==> src/shared/spi_ctl_pkg.sv <==
// Register map, field positions and pin carriers of the serial unit
package spi_ctl_pkg;
    localparam logic [7:0]  OFS_MAIN_CTL    = 8'h00;
    localparam logic [7:0]  OFS_IRQ_CTL     = 8'h04;
    localparam logic [7:0]  OFS_STATUS      = 8'h08;
    localparam logic [7:0]  OFS_DATA        = 8'h0c;
    localparam logic [7:0]  OFS_RX_CRC      = 8'h14;
    localparam logic [7:0]  OFS_I2S_CTL     = 8'h1c;

    localparam logic [15:0] MAIN_CTL_RESET  = 16'h0000;
    localparam logic [7:0]  IRQ_CTL_RESET   = 8'h00;
    localparam logic [7:0]  IRQ_CTL_MASK    = 8'he7;
    localparam logic [11:0] I2S_CTL_RESET   = 12'h000;
    localparam logic [11:0] I2S_CTL_MASK    = 12'hfbf;

    // Main control fields
    localparam int BIT_BIDIR     = 15;
    localparam int BIT_BIDIR_OUT = 14;
    localparam int BIT_CRC_EN    = 13;
    localparam int BIT_CRC_NEXT  = 12;
    localparam int BIT_FRAME16   = 11;
    localparam int BIT_RX_ONLY   = 10;
    localparam int BIT_SOFT_MODE = 9;
    localparam int BIT_SOFT_LVL  = 8;
    localparam int BIT_LSB_FIRST = 7;
    localparam int BIT_ENABLE    = 6;
    localparam int PSC_HI        = 5;
    localparam int PSC_LO        = 3;
    localparam int BIT_MASTER    = 2;
    localparam int BIT_CPOL      = 1;
    localparam int BIT_CPHA      = 0;

    // Interrupt control fields
    localparam int BIT_TXE_IE    = 7;
    localparam int BIT_RXNE_IE   = 6;
    localparam int BIT_ERR_IE    = 5;

    // Status fields
    localparam int BIT_BUSY      = 7;
    localparam int BIT_OVERRUN   = 6;
    localparam int BIT_CFG_FAULT = 5;
    localparam int BIT_CRC_ERR   = 4;
    localparam int BIT_UNDERRUN  = 3;
    localparam int BIT_CHANNEL   = 2;
    localparam int BIT_TX_EMPTY  = 1;
    localparam int BIT_RX_NEMPTY = 0;
    localparam logic [7:0] STATUS_RESET = 8'h02;

    // I2S control fields
    localparam int BIT_I2S_SEL   = 11;
    localparam int BIT_I2S_EN    = 10;
    localparam int BIT_I2S_MSTR  = 9;
    localparam int BIT_I2S_RX    = 8;
    localparam int BIT_I2S_CPOL  = 3;

    // Fixed half-period exponent for the I2S bit clock
    localparam logic [2:0] I2S_HALF_EXP = 3'h2;

    typedef struct packed {
        logic sck;
        logic mosi;
        logic miso;
        logic nss;
        logic ws;
    } pins_in_t;

    typedef struct packed {
        logic sck_out;
        logic sck_oe;
        logic mosi_out;
        logic mosi_oe;
        logic miso_out;
        logic miso_oe;
    } pins_out_t;
endpackage : spi_ctl_pkg

==> src/rtl/spi_ctl.sv <==
// Control, status and serial engine of the combined SPI/I2S unit
//
// Chosen here: the Avalon-MM interface to the registers.
`timescale 1ns/1ps
`default_nettype none

module spi_ctl
    import spi_ctl_pkg::*;
(
    input  wire logic        clk,
    input  wire logic        rst,
    input  wire logic [7:0]  address,
    input  wire logic        read,
    input  wire logic        write,
    input  wire logic [31:0] writedata,
    input  wire logic [3:0]  byteenable,
    output logic      [31:0] readdata,
    output logic             waitrequest,
    input  wire pins_in_t    pins_in,
    output pins_out_t        pins_out,
    input  wire logic [15:0] crc_calc,
    output logic             irq
);
    typedef enum logic {IDLE, SHIFT} eng_state_t;

    function automatic logic bit_sel(input logic [15:0] w,
                                     input logic [3:0] idx,
                                     input logic lsb,
                                     input logic w16);
        logic [3:0] top;
        top = w16 ? 4'hf : 4'h7;
        bit_sel = lsb ? w[idx] : w[top - idx];
    endfunction : bit_sel

    function automatic logic [15:0] lane_merge(input logic [15:0] old,
                                               input logic [31:0] wd,
                                               input logic [3:0] be);
        lane_merge = {be[1] ? wd[15:8] : old[15:8],
                      be[0] ? wd[7:0] : old[7:0]};
    endfunction : lane_merge

    // Pin synchronisers: three stages, accept when last two agree
    logic [4:0] sync1_r;
    logic [4:0] sync2_r;
    logic [4:0] sync3_r;
    logic [4:0] filt_r;
    logic [4:0] pin_vec;
    assign pin_vec = pins_in;

    genvar gi;
    generate
        for (gi = 0; gi < 5; gi++) begin : g_sync
            always_ff @(posedge clk) begin
                if (rst) begin
                    sync1_r[gi] <= 1'b0;
                    sync2_r[gi] <= 1'b0;
                    sync3_r[gi] <= 1'b0;
                    filt_r[gi]  <= 1'b0;
                end else begin
                    sync1_r[gi] <= pin_vec[gi];
                    sync2_r[gi] <= sync1_r[gi];
                    sync3_r[gi] <= sync2_r[gi];
                    if (sync2_r[gi] == sync3_r[gi]) begin
                        filt_r[gi] <= sync3_r[gi];
                    end
                end
            end
        end
    endgenerate

    logic sck_f;
    logic mosi_f;
    logic miso_f;
    logic nss_f;
    logic ws_f;
    assign {sck_f, mosi_f, miso_f, nss_f, ws_f} = filt_r;

    // Registers and flags
    logic [15:0] main_ctl_r;
    logic [7:0]  irq_ctl_r;
    logic [11:0] i2s_ctl_r;
    logic [15:0] tx_buf_r;
    logic [15:0] rx_buf_r;
    logic        tx_full_r;
    logic        rx_full_r;
    logic        overrun_r;
    logic        underrun_r;
    logic        cfg_fault_r;
    logic        crc_err_r;
    logic        channel_r;
    logic        ovr_armed_r;
    logic        cfg_armed_r;
    logic        wait_r;
    logic [31:0] rdata_r;
    logic        irq_r;
    pins_out_t   pins_r;

    // Effective configuration: I2S mode overrides main control
    logic       i2s;
    logic       act;
    logic       mst;
    logic       cpol;
    logic       cpha;
    logic       lsb;
    logic       w16;
    logic       rx_only;
    logic       nss_lvl;
    logic [2:0] psc;
    assign i2s     = i2s_ctl_r[BIT_I2S_SEL];
    assign act     = i2s ? i2s_ctl_r[BIT_I2S_EN]
                         : main_ctl_r[BIT_ENABLE];
    assign mst     = i2s ? i2s_ctl_r[BIT_I2S_MSTR]
                         : main_ctl_r[BIT_MASTER];
    assign cpol    = i2s ? i2s_ctl_r[BIT_I2S_CPOL]
                         : main_ctl_r[BIT_CPOL];
    assign cpha    = i2s ? 1'b0 : main_ctl_r[BIT_CPHA];
    assign lsb     = i2s ? 1'b0 : main_ctl_r[BIT_LSB_FIRST];
    assign w16     = i2s | main_ctl_r[BIT_FRAME16];
    assign psc     = i2s ? I2S_HALF_EXP
                         : main_ctl_r[PSC_HI:PSC_LO];
    assign rx_only = i2s ? i2s_ctl_r[BIT_I2S_RX]
                   : main_ctl_r[BIT_BIDIR] ? !main_ctl_r[BIT_BIDIR_OUT]
                   : main_ctl_r[BIT_RX_ONLY];
    assign nss_lvl = main_ctl_r[BIT_SOFT_MODE] ? main_ctl_r[BIT_SOFT_LVL]
                                               : nss_f;

    logic fault_cond;
    logic selected;
    logic out_on_mosi;
    logic din;
    assign fault_cond  = !i2s && act && mst && !nss_lvl;
    assign selected    = i2s || !nss_lvl;
    assign out_on_mosi = i2s || mst;
    // Bidirectional and I2S use a single data line both ways
    assign din = ((i2s || main_ctl_r[BIT_BIDIR]) ? out_on_mosi
                                                 : !out_on_mosi)
                 ? mosi_f : miso_f;

    // Bus access
    logic acc;
    logic wr_acc;
    logic rd_acc;
    assign acc    = (read || write) && !wait_r;
    assign wr_acc = acc && write;
    assign rd_acc = acc && read;

    logic wr_main;
    logic wr_irq;
    logic wr_i2s;
    logic wr_data;
    logic wr_stat;
    logic rd_data;
    logic rd_stat;
    assign wr_main = wr_acc && address == OFS_MAIN_CTL;
    assign wr_irq  = wr_acc && address == OFS_IRQ_CTL;
    assign wr_i2s  = wr_acc && address == OFS_I2S_CTL;
    assign wr_data = wr_acc && address == OFS_DATA && |byteenable[1:0];
    assign wr_stat = wr_acc && address == OFS_STATUS;
    assign rd_data = rd_acc && address == OFS_DATA;
    assign rd_stat = rd_acc && address == OFS_STATUS;

    // Engine state
    eng_state_t  state_r;
    logic [4:0]  edge_cnt_r;
    logic [7:0]  div_cnt_r;
    logic        sck_int_r;
    logic        sck_prev_r;
    logic [15:0] tx_sh_r;
    logic [15:0] rx_sh_r;
    logic        dout_r;

    logic [4:0]  last_edge;
    logic [7:0]  div_lim;
    logic        sck_edge;
    logic        m_start;
    logic        s_start;
    logic        tick;
    logic        frame_end;
    logic        tx_load;
    logic        rx_store;
    assign last_edge = w16 ? 5'h1f : 5'h0f;
    assign div_lim   = (8'h01 << psc) - 8'h01;
    assign sck_edge  = sck_f != sck_prev_r;
    assign m_start   = state_r == IDLE && act && mst && !fault_cond
                       && (tx_full_r || rx_only);
    assign s_start   = state_r == IDLE && act && !mst && selected
                       && sck_edge;
    assign tick      = state_r == SHIFT
                       && (mst ? div_cnt_r == div_lim
                               : (sck_edge && selected));
    assign frame_end = (tick || s_start)
                       && (s_start ? 5'h00 : edge_cnt_r) == last_edge;
    assign tx_load   = (m_start || s_start) && tx_full_r;
    assign rx_store  = frame_end && !rx_full_r;

    logic [4:0]  k;
    logic [15:0] rx_next;
    assign k = s_start ? 5'h00 : edge_cnt_r;
    always_comb begin
        rx_next = rx_sh_r;
        if (!lsb) begin
            rx_next = {rx_sh_r[14:0], din};
        end else if (w16) begin
            rx_next = {din, rx_sh_r[15:1]};
        end else begin
            rx_next = {8'h00, din, rx_sh_r[7:1]};
        end
    end

    // Phase 0 samples on even edges, so the last edge adds no bit
    logic [15:0] rx_word;
    logic [15:0] rx_fmt;
    assign rx_word = (k[0] == cpha) ? rx_next : rx_sh_r;
    assign rx_fmt  = w16 ? rx_word : {8'h00, rx_word[7:0]};

    always_ff @(posedge clk) begin
        if (rst) begin
            sck_prev_r <= 1'b0;
        end else begin
            sck_prev_r <= sck_f;
        end
    end

    always_ff @(posedge clk) begin
        if (rst) begin
            state_r    <= IDLE;
            edge_cnt_r <= 5'h00;
            div_cnt_r  <= 8'h00;
            sck_int_r  <= 1'b0;
            tx_sh_r    <= 16'h0000;
            rx_sh_r    <= 16'h0000;
            dout_r     <= 1'b0;
        end else begin
            case (state_r)
                IDLE: begin
                    sck_int_r  <= cpol;
                    div_cnt_r  <= 8'h00;
                    edge_cnt_r <= 5'h00;
                    if (!mst && !cpha) begin
                        dout_r <= bit_sel(tx_buf_r, 4'h0, lsb, w16);
                    end
                    if (m_start) begin
                        state_r <= SHIFT;
                        tx_sh_r <= tx_full_r ? tx_buf_r : 16'h0000;
                        if (!cpha) begin
                            dout_r <= bit_sel(tx_buf_r, 4'h0, lsb, w16);
                        end
                    end else if (s_start) begin
                        // First slave edge is handled in this cycle
                        tx_sh_r    <= tx_full_r ? tx_buf_r : 16'h0000;
                        edge_cnt_r <= 5'h01;
                        state_r    <= frame_end ? IDLE : SHIFT;
                        if (!cpha) begin
                            rx_sh_r <= rx_next;
                        end else begin
                            dout_r <= bit_sel(tx_full_r ? tx_buf_r
                                              : 16'h0000, 4'h0, lsb, w16);
                        end
                    end
                end
                SHIFT: begin
                    if (mst) begin
                        div_cnt_r <= tick ? 8'h00 : div_cnt_r + 8'h01;
                    end
                    if (!act || (!mst && !selected)) begin
                        state_r <= IDLE;
                    end else if (tick) begin
                        if (mst) begin
                            sck_int_r <= !sck_int_r;
                        end
                        edge_cnt_r <= edge_cnt_r + 5'h01;
                        if (k[0] == cpha) begin
                            rx_sh_r <= rx_next;
                        end else if (k != last_edge) begin
                            dout_r <= bit_sel(tx_sh_r,
                                      cpha ? k[4:1] : k[4:1] + 4'h1,
                                      lsb, w16);
                        end
                        if (frame_end) begin
                            state_r <= IDLE;
                        end
                    end
                end
                default: state_r <= IDLE;
            endcase
        end
    end

    // Buffers and buffer flags
    always_ff @(posedge clk) begin
        if (rst) begin
            tx_buf_r  <= 16'h0000;
            tx_full_r <= 1'b0;
        end else begin
            if (wr_data) begin
                tx_buf_r  <= w16 ? writedata[15:0]
                                 : {8'h00, writedata[7:0]};
                tx_full_r <= 1'b1;
            end else if (tx_load) begin
                tx_full_r <= 1'b0;
            end
        end
    end

    always_ff @(posedge clk) begin
        if (rst) begin
            rx_buf_r  <= 16'h0000;
            rx_full_r <= 1'b0;
        end else begin
            if (rx_store) begin
                rx_buf_r  <= rx_fmt;
                rx_full_r <= 1'b1;
            end else if (rd_data) begin
                rx_full_r <= 1'b0;
            end
        end
    end

    // Error flags; a setting event always beats a clear
    always_ff @(posedge clk) begin
        if (rst) begin
            overrun_r   <= 1'b0;
            ovr_armed_r <= 1'b0;
        end else begin
            if (frame_end && rx_full_r) begin
                overrun_r <= 1'b1;
            end else if (rd_stat && ovr_armed_r) begin
                overrun_r <= 1'b0;
            end
            if (rd_data) begin
                ovr_armed_r <= 1'b1;
            end else if (rd_stat) begin
                ovr_armed_r <= 1'b0;
            end
        end
    end

    always_ff @(posedge clk) begin
        if (rst) begin
            underrun_r <= 1'b0;
        end else if (s_start && i2s && !i2s_ctl_r[BIT_I2S_RX]
                     && !tx_full_r) begin
            underrun_r <= 1'b1;
        end else if (rd_stat) begin
            underrun_r <= 1'b0;
        end
    end

    always_ff @(posedge clk) begin
        if (rst) begin
            cfg_fault_r <= 1'b0;
            cfg_armed_r <= 1'b0;
        end else begin
            if (fault_cond) begin
                cfg_fault_r <= 1'b1;
            end else if (wr_main && cfg_armed_r) begin
                cfg_fault_r <= 1'b0;
            end
            if (rd_stat || wr_stat) begin
                cfg_armed_r <= 1'b1;
            end else if (wr_main) begin
                cfg_armed_r <= 1'b0;
            end
        end
    end

    logic crc_frame;
    assign crc_frame = frame_end && !i2s && main_ctl_r[BIT_CRC_EN]
                       && main_ctl_r[BIT_CRC_NEXT];
    always_ff @(posedge clk) begin
        if (rst) begin
            crc_err_r <= 1'b0;
        end else if (crc_frame && rx_fmt != crc_calc) begin
            crc_err_r <= 1'b1;
        end else if (wr_stat && byteenable[0]
                     && !writedata[BIT_CRC_ERR]) begin
            crc_err_r <= 1'b0;
        end
    end

    // Master toggles sides itself; slave follows word select
    always_ff @(posedge clk) begin
        if (rst || !i2s || !act) begin
            channel_r <= 1'b0;
        end else if (i2s_ctl_r[BIT_I2S_RX] ? rx_store : tx_load) begin
            channel_r <= mst ? !channel_r : ws_f;
        end
    end

    logic [15:0] i2s_merge;
    assign i2s_merge = lane_merge({4'h0, i2s_ctl_r}, writedata, byteenable);

    // Control registers
    always_ff @(posedge clk) begin
        if (rst) begin
            main_ctl_r <= MAIN_CTL_RESET;
        end else if (wr_main) begin
            main_ctl_r <= lane_merge(main_ctl_r, writedata, byteenable);
        end else if (crc_frame) begin
            main_ctl_r[BIT_CRC_NEXT] <= 1'b0;
        end
    end

    always_ff @(posedge clk) begin
        if (rst) begin
            irq_ctl_r <= IRQ_CTL_RESET;
            i2s_ctl_r <= I2S_CTL_RESET;
        end else begin
            if (wr_irq && byteenable[0]) begin
                irq_ctl_r <= writedata[7:0] & IRQ_CTL_MASK;
            end
            if (wr_i2s) begin
                i2s_ctl_r <= i2s_merge[11:0] & I2S_CTL_MASK;
            end
        end
    end

    // Avalon slave: one wait cycle, data latched before release
    logic [7:0] status;
    logic       busy;
    assign busy   = state_r == SHIFT;
    assign status = {busy, overrun_r, cfg_fault_r, crc_err_r,
                     underrun_r, channel_r, !tx_full_r, rx_full_r};

    always_ff @(posedge clk) begin
        if (rst) begin
            wait_r  <= 1'b1;
            rdata_r <= 32'h0000_0000;
        end else begin
            wait_r <= !((read || write) && wait_r);
            if (read && wait_r) begin
                case (address)
                    OFS_MAIN_CTL: rdata_r <= {16'h0000, main_ctl_r};
                    OFS_IRQ_CTL:  rdata_r <= {24'h000000, irq_ctl_r};
                    OFS_STATUS:   rdata_r <= {24'h000000, status};
                    OFS_DATA:     rdata_r <= {16'h0000, rx_buf_r};
                    OFS_RX_CRC:   rdata_r <= {16'h0000, crc_calc};
                    OFS_I2S_CTL:  rdata_r <= {20'h00000, i2s_ctl_r};
                    default:      rdata_r <= 32'h0000_0000;
                endcase
            end
        end
    end

    // Pins and interrupt, all registered
    always_ff @(posedge clk) begin
        if (rst) begin
            pins_r <= '0;
            irq_r  <= 1'b0;
        end else begin
            pins_r.sck_out  <= mst ? sck_int_r : cpol;
            pins_r.sck_oe   <= act && mst;
            pins_r.mosi_out <= dout_r;
            pins_r.miso_out <= dout_r;
            pins_r.mosi_oe  <= act && !rx_only && out_on_mosi;
            pins_r.miso_oe  <= act && !rx_only && !out_on_mosi
                               && selected;
            irq_r <= (irq_ctl_r[BIT_TXE_IE] && !tx_full_r)
                  || (irq_ctl_r[BIT_RXNE_IE] && rx_full_r)
                  || (irq_ctl_r[BIT_ERR_IE] && (crc_err_r || cfg_fault_r
                      || overrun_r || underrun_r));
        end
    end

    assign readdata    = rdata_r;
    assign waitrequest = wait_r;
    assign pins_out    = pins_r;
    assign irq         = irq_r;
endmodule : spi_ctl

`default_nettype wire

==> config.mk <==
export PLATFORM = sky130hd
export DESIGN_NAME = spi_ctl
export DESIGN_NICKNAME = d
export VERILOG_FILES = /design/src/shared/spi_ctl_pkg.sv /design/src/rtl/spi_ctl.sv
export SDC_FILE = /design/constraint.sdc
export NUM_CORES = 1
export LEC_CHECK = 0
export BUFFER_PORTS_ARGS = -buffer_cell sky130_fd_sc_hd__buf_4
export CORE_UTILIZATION = 40
export DETAILED_ROUTE_END_ITERATION = 16
export MAX_ROUTING_LAYER = met4
export PLACE_DENSITY = 0.68
export SYNTH_ARGS = -nofsm -noshare
export SYNTH_HDL_FRONTEND = slang
export SYNTH_SLANG_ARGS = --single-unit
==> constraint.sdc <==
create_clock -name clk -period 5.6 [get_ports clk]
set_input_delay 1.12 -clock clk [delete_from_list [all_inputs] [get_ports clk]]
set_output_delay 1.12 -clock clk [all_outputs]
set_load 0.02 [all_outputs]
==> flow_summary.json <==
{
  "min_period_ns": 4.15,
  "grt_pass1_wl_mm": 40.3,
  "worst-setup-path-type": "flip-flop to flip-flop",
  "routed_wl_mm": 25.5,
  "ir_drop_mv": 0.181,
  "dp_cells": 1374,
  "clkPwrFrac": 0.480,
  "powerDensity_nw_per_um2": 255,
  "dr.first_iter.drc_count": 715,
  "min_path_type": "flip-flop to flip-flop",
  "clock_sinks": 166,
  "crit_required_ns": 5.92,
  "synth_area_per_cell_um2": 8.00,
  "ant_nets": 0,
  "combPwrFrac": 0.048,
  "ctsHoldBuffers": 0,
  "finClkSkew_ns": 0.0117,
  "relSlewSlack": 0.176,
  "fin_crit_sh": 0.742,
  "cp-startpoint": "i2s_ctl_r[11]$_SDFFE_PP0P_",
  "drv_slew": 0,
  "use_met2": 0.357,
  "core_um2": 21200,
  "final_cells": 1406,
  "arrival_ns": 4.47,
  "root_buffer": "clkbuf_16",
  "track_usage": 0.241,
  "p_int_mw": 1.91,
  "final-setup-viol-count": 0,
  "grt_max_degree": 86,
  "worst_pin_slew_ns": 1.23,
  "die_w_um": 149,
  "portBuffers": 74,
  "clkTransAtPathRegs_ns": 0.07,
  "drcViolationCount": 0,
  "place_ws_ns": 1.51,
  "worstSetupEndpointType": "flip-flop",
  "cts_buffers": 17,
  "rsz0062_at_grt": "false",
  "netlist_area_um2": 8690,
  "min-delay-start": "sync1_r[0]$_SDFF_PP0_",
  "grt_overflow": 0,
  "hpwl_mm": 18.3,
  "swShare": 0.244,
  "diodes": 0,
  "p_seq_frac": 0.472,
  "finalHoldViolCount": 0,
  "timing.fmax_mhz": 241,
  "grt_pass1_vias": 7279,
  "area_delta_synth_final_pct": 13.9,
  "drive_above_1_share": 0.129,
  "syn_inst": 1086,
  "wl_per_cell_um": 18.2,
  "h-tree-depth": 4,
  "grt_use_met1": 0.327,
  "outcome": "complete, no violations",
  "ys_types": 77,
  "placed_area_um2": 9290,
  "cts_tree": "yes",
  "firstDrtPassIters": 7,
  "grtUsageMet3": 0.0372,
  "vias_per_cell": 5.75,
  "p_switching_mw": 0.616,
  "busiest_layer": "met2",
  "synth_edf_count": 0,
  "vias": 8088,
  "setup_tns_ns": 0,
  "synth_seq_cells": 166,
  "ios": 109,
  "antenna_found_initial": 0,
  "cts_resized": 0,
  "gp_congestion": 0.937,
  "postCtsSetupRepairBufs": 0,
  "dieArea_um2": 22300,
  "initial_utilization": 0.411,
  "reg2reg_from": "i2s_ctl_r[11]$_SDFFE_PP0P_",
  "cp_max_fo": 35,
  "setup_ws_ns": 1.45,
  "final_nets": 1191,
  "maxCapViolations": 0,
  "startpoint_type": "flip-flop",
  "p_leak_nw": 3.73,
  "final_cell_area_um2": 9900,
  "clk_latency_ns": 0.44,
  "die_h_um": 149,
  "ys_warn_count": 0,
  "nFillCells": 2077,
  "cts_buffer_depth": 2,
  "num_rows": 53,
  "async_flop_share": 0,
  "ys_seq_area_frac": 0.382,
  "synth-main-ff-cell": "dfxtp_1"
}
==> Yosys cell counts, types with 3 or more instances <==
cell	number	area (µm²)
a211oi_1	10	75.1
a21oi_1	111	556
a221oi_1	13	114
a222oi_1	5	50.1
a22o_1	7	61.3
a22oi_1	12	90.1
a311oi_1	8	70.1
a31oi_1	6	37.5
and2_1	6	37.5
and3_1	12	75.1
buf_1	5	18.8
buf_2	13	65.1
buf_4	21	158
buf_6	3	33.8
clkbuf_1	46	173
dfxtp_1	166	3320
ha_1	4	50.1
inv_1	19	71.3
mux2_2	8	90.1
mux2i_1	67	671
nand2_1	110	413
nand2b_1	5	31.3
nand3_1	49	245
nand4_1	22	138
nand4b_1	3	26.3
nor2_1	153	574
nor2b_1	23	144
nor3_1	22	110
nor4_1	5	31.3
o211ai_1	9	67.6
o21a_1	5	37.5
o21ai_0	37	185
o21ai_1	4	20.0
o221ai_1	4	35.0
o22ai_1	8	50.1
or2_2	4	25.0
or4_1	5	37.5
xnor2_1	15	131
xor2_1	12	105
==> area by class of cell <==
type	instances	area, µm²	area share
Multi-Input combinational cell	827	4900	0.495
Sequential cell	166	3320	0.336
Timing Repair Buffer	86	646	0.0652
Clock buffer	17	425	0.0430
Tap cell	275	344	0.0348
Clock inverter	15	185	0.0187
Inverter	20	75.1	0.00758
==> worst paths after layout <==
check                           to  slack [ns]  cells past startpoint
max reg2reg    dout_r$_SDFFE_PP0P_        1.45                     14
min reg2reg  sync2_r[0]$_SDFF_PP0_        0.45                      1
max            dout_r$_SDFFE_PP0P_        1.45                     14
min          sync2_r[0]$_SDFF_PP0_        0.45                      1
==> cells in the final DEF, fill, tap and decap left out, types with 9 or more instances in the layout <==
master	n
and3_1	12
xor2_1	12
a211oi_1	10
nand2_1	110
a21oi_1	111
o211ai_1	9
conb_1	16
nand4_1	22
xnor2_1	15
nor3_1	22
dfxtp_1	166
clkbuf_16	17
a22oi_1	12
nand3_1	49
buf_4	86
o21ai_0	37
a221oi_1	13
mux2i_1	67
nor2_1	153
nor2b_1	23
inv_1	19
==> state kept, by name, indices dropped and copies added (netlist names), 5 cells and up <==
name	cells
i2s_ctl_r	11
pins_out	5
readdata	16
irq_ctl_r	6
sync2_r	5
tx_sh_r	16
sync1_r	5
div_cnt_r	8
tx_buf_r	16
sync3_r	5
edge_cnt_r	5
rx_sh_r	16
main_ctl_r	16
rx_buf_r	16
==> metrics by stage <==
stage / power (mW) / hold slack, ns / utilization
global placement: 1.34 / 0.420 / 0.439
floorplan: 1.29 / 0.414 / -
global route: 2.61 / 0.470 / 0.468
detailed placement: 1.34 / 0.430 / 0.439
finish: 2.52 / 0.452 / 0.468
CTS: 2.54 / 0.451 / 0.468
==> power by group through the flow <==
stage                     clock network [mW]  registers, mW  logic (mW)
after CTS                               1.23           1.19       0.119
after global placement                     0           1.22       0.118
after detailed placement                   0           1.22       0.118
final                                   1.21           1.19       0.120
after global routing                    1.29           1.19       0.128
after floorplan                            0           1.22      0.0655
==> critical path, cell delays in order, from the launching register on <==
cell	delay, ns
dfxtp_1	0.35
buf_4	0.37
mux2i_4	0.15
or4_1	0.80
o21ai_4	0.26
inv_1	0.06
ha_1	0.21
nand2_1	0.26
buf_4	0.27
a21oi_1	0.14
a22o_1	0.28
a2111oi_1	0.46
a21oi_1	0.14
a21oi_1	0.17
o211ai_1	0.09
==> metal layers <==
layer	up-vias	wire length [µm]
li1	3915	-
met1	3809	11700
met2	313	11500
met3	51	1670
met4	0	665
met5	-	0
==> kinds of logic after synthesis <==
logic type / Yosys count / share of synthesized area
xor+xnor: 28 / 0.0291
flops: 166 / 0.382
mux: 78 / 0.0931
other cells: 1 / 0.000431
buf+inv: 108 / 0.0602
simple gates: 436 / 0.234
compound gates: 265 / 0.195
fa+ha+maj: 4 / 0.00576
(Power assumes the default switching activity.)
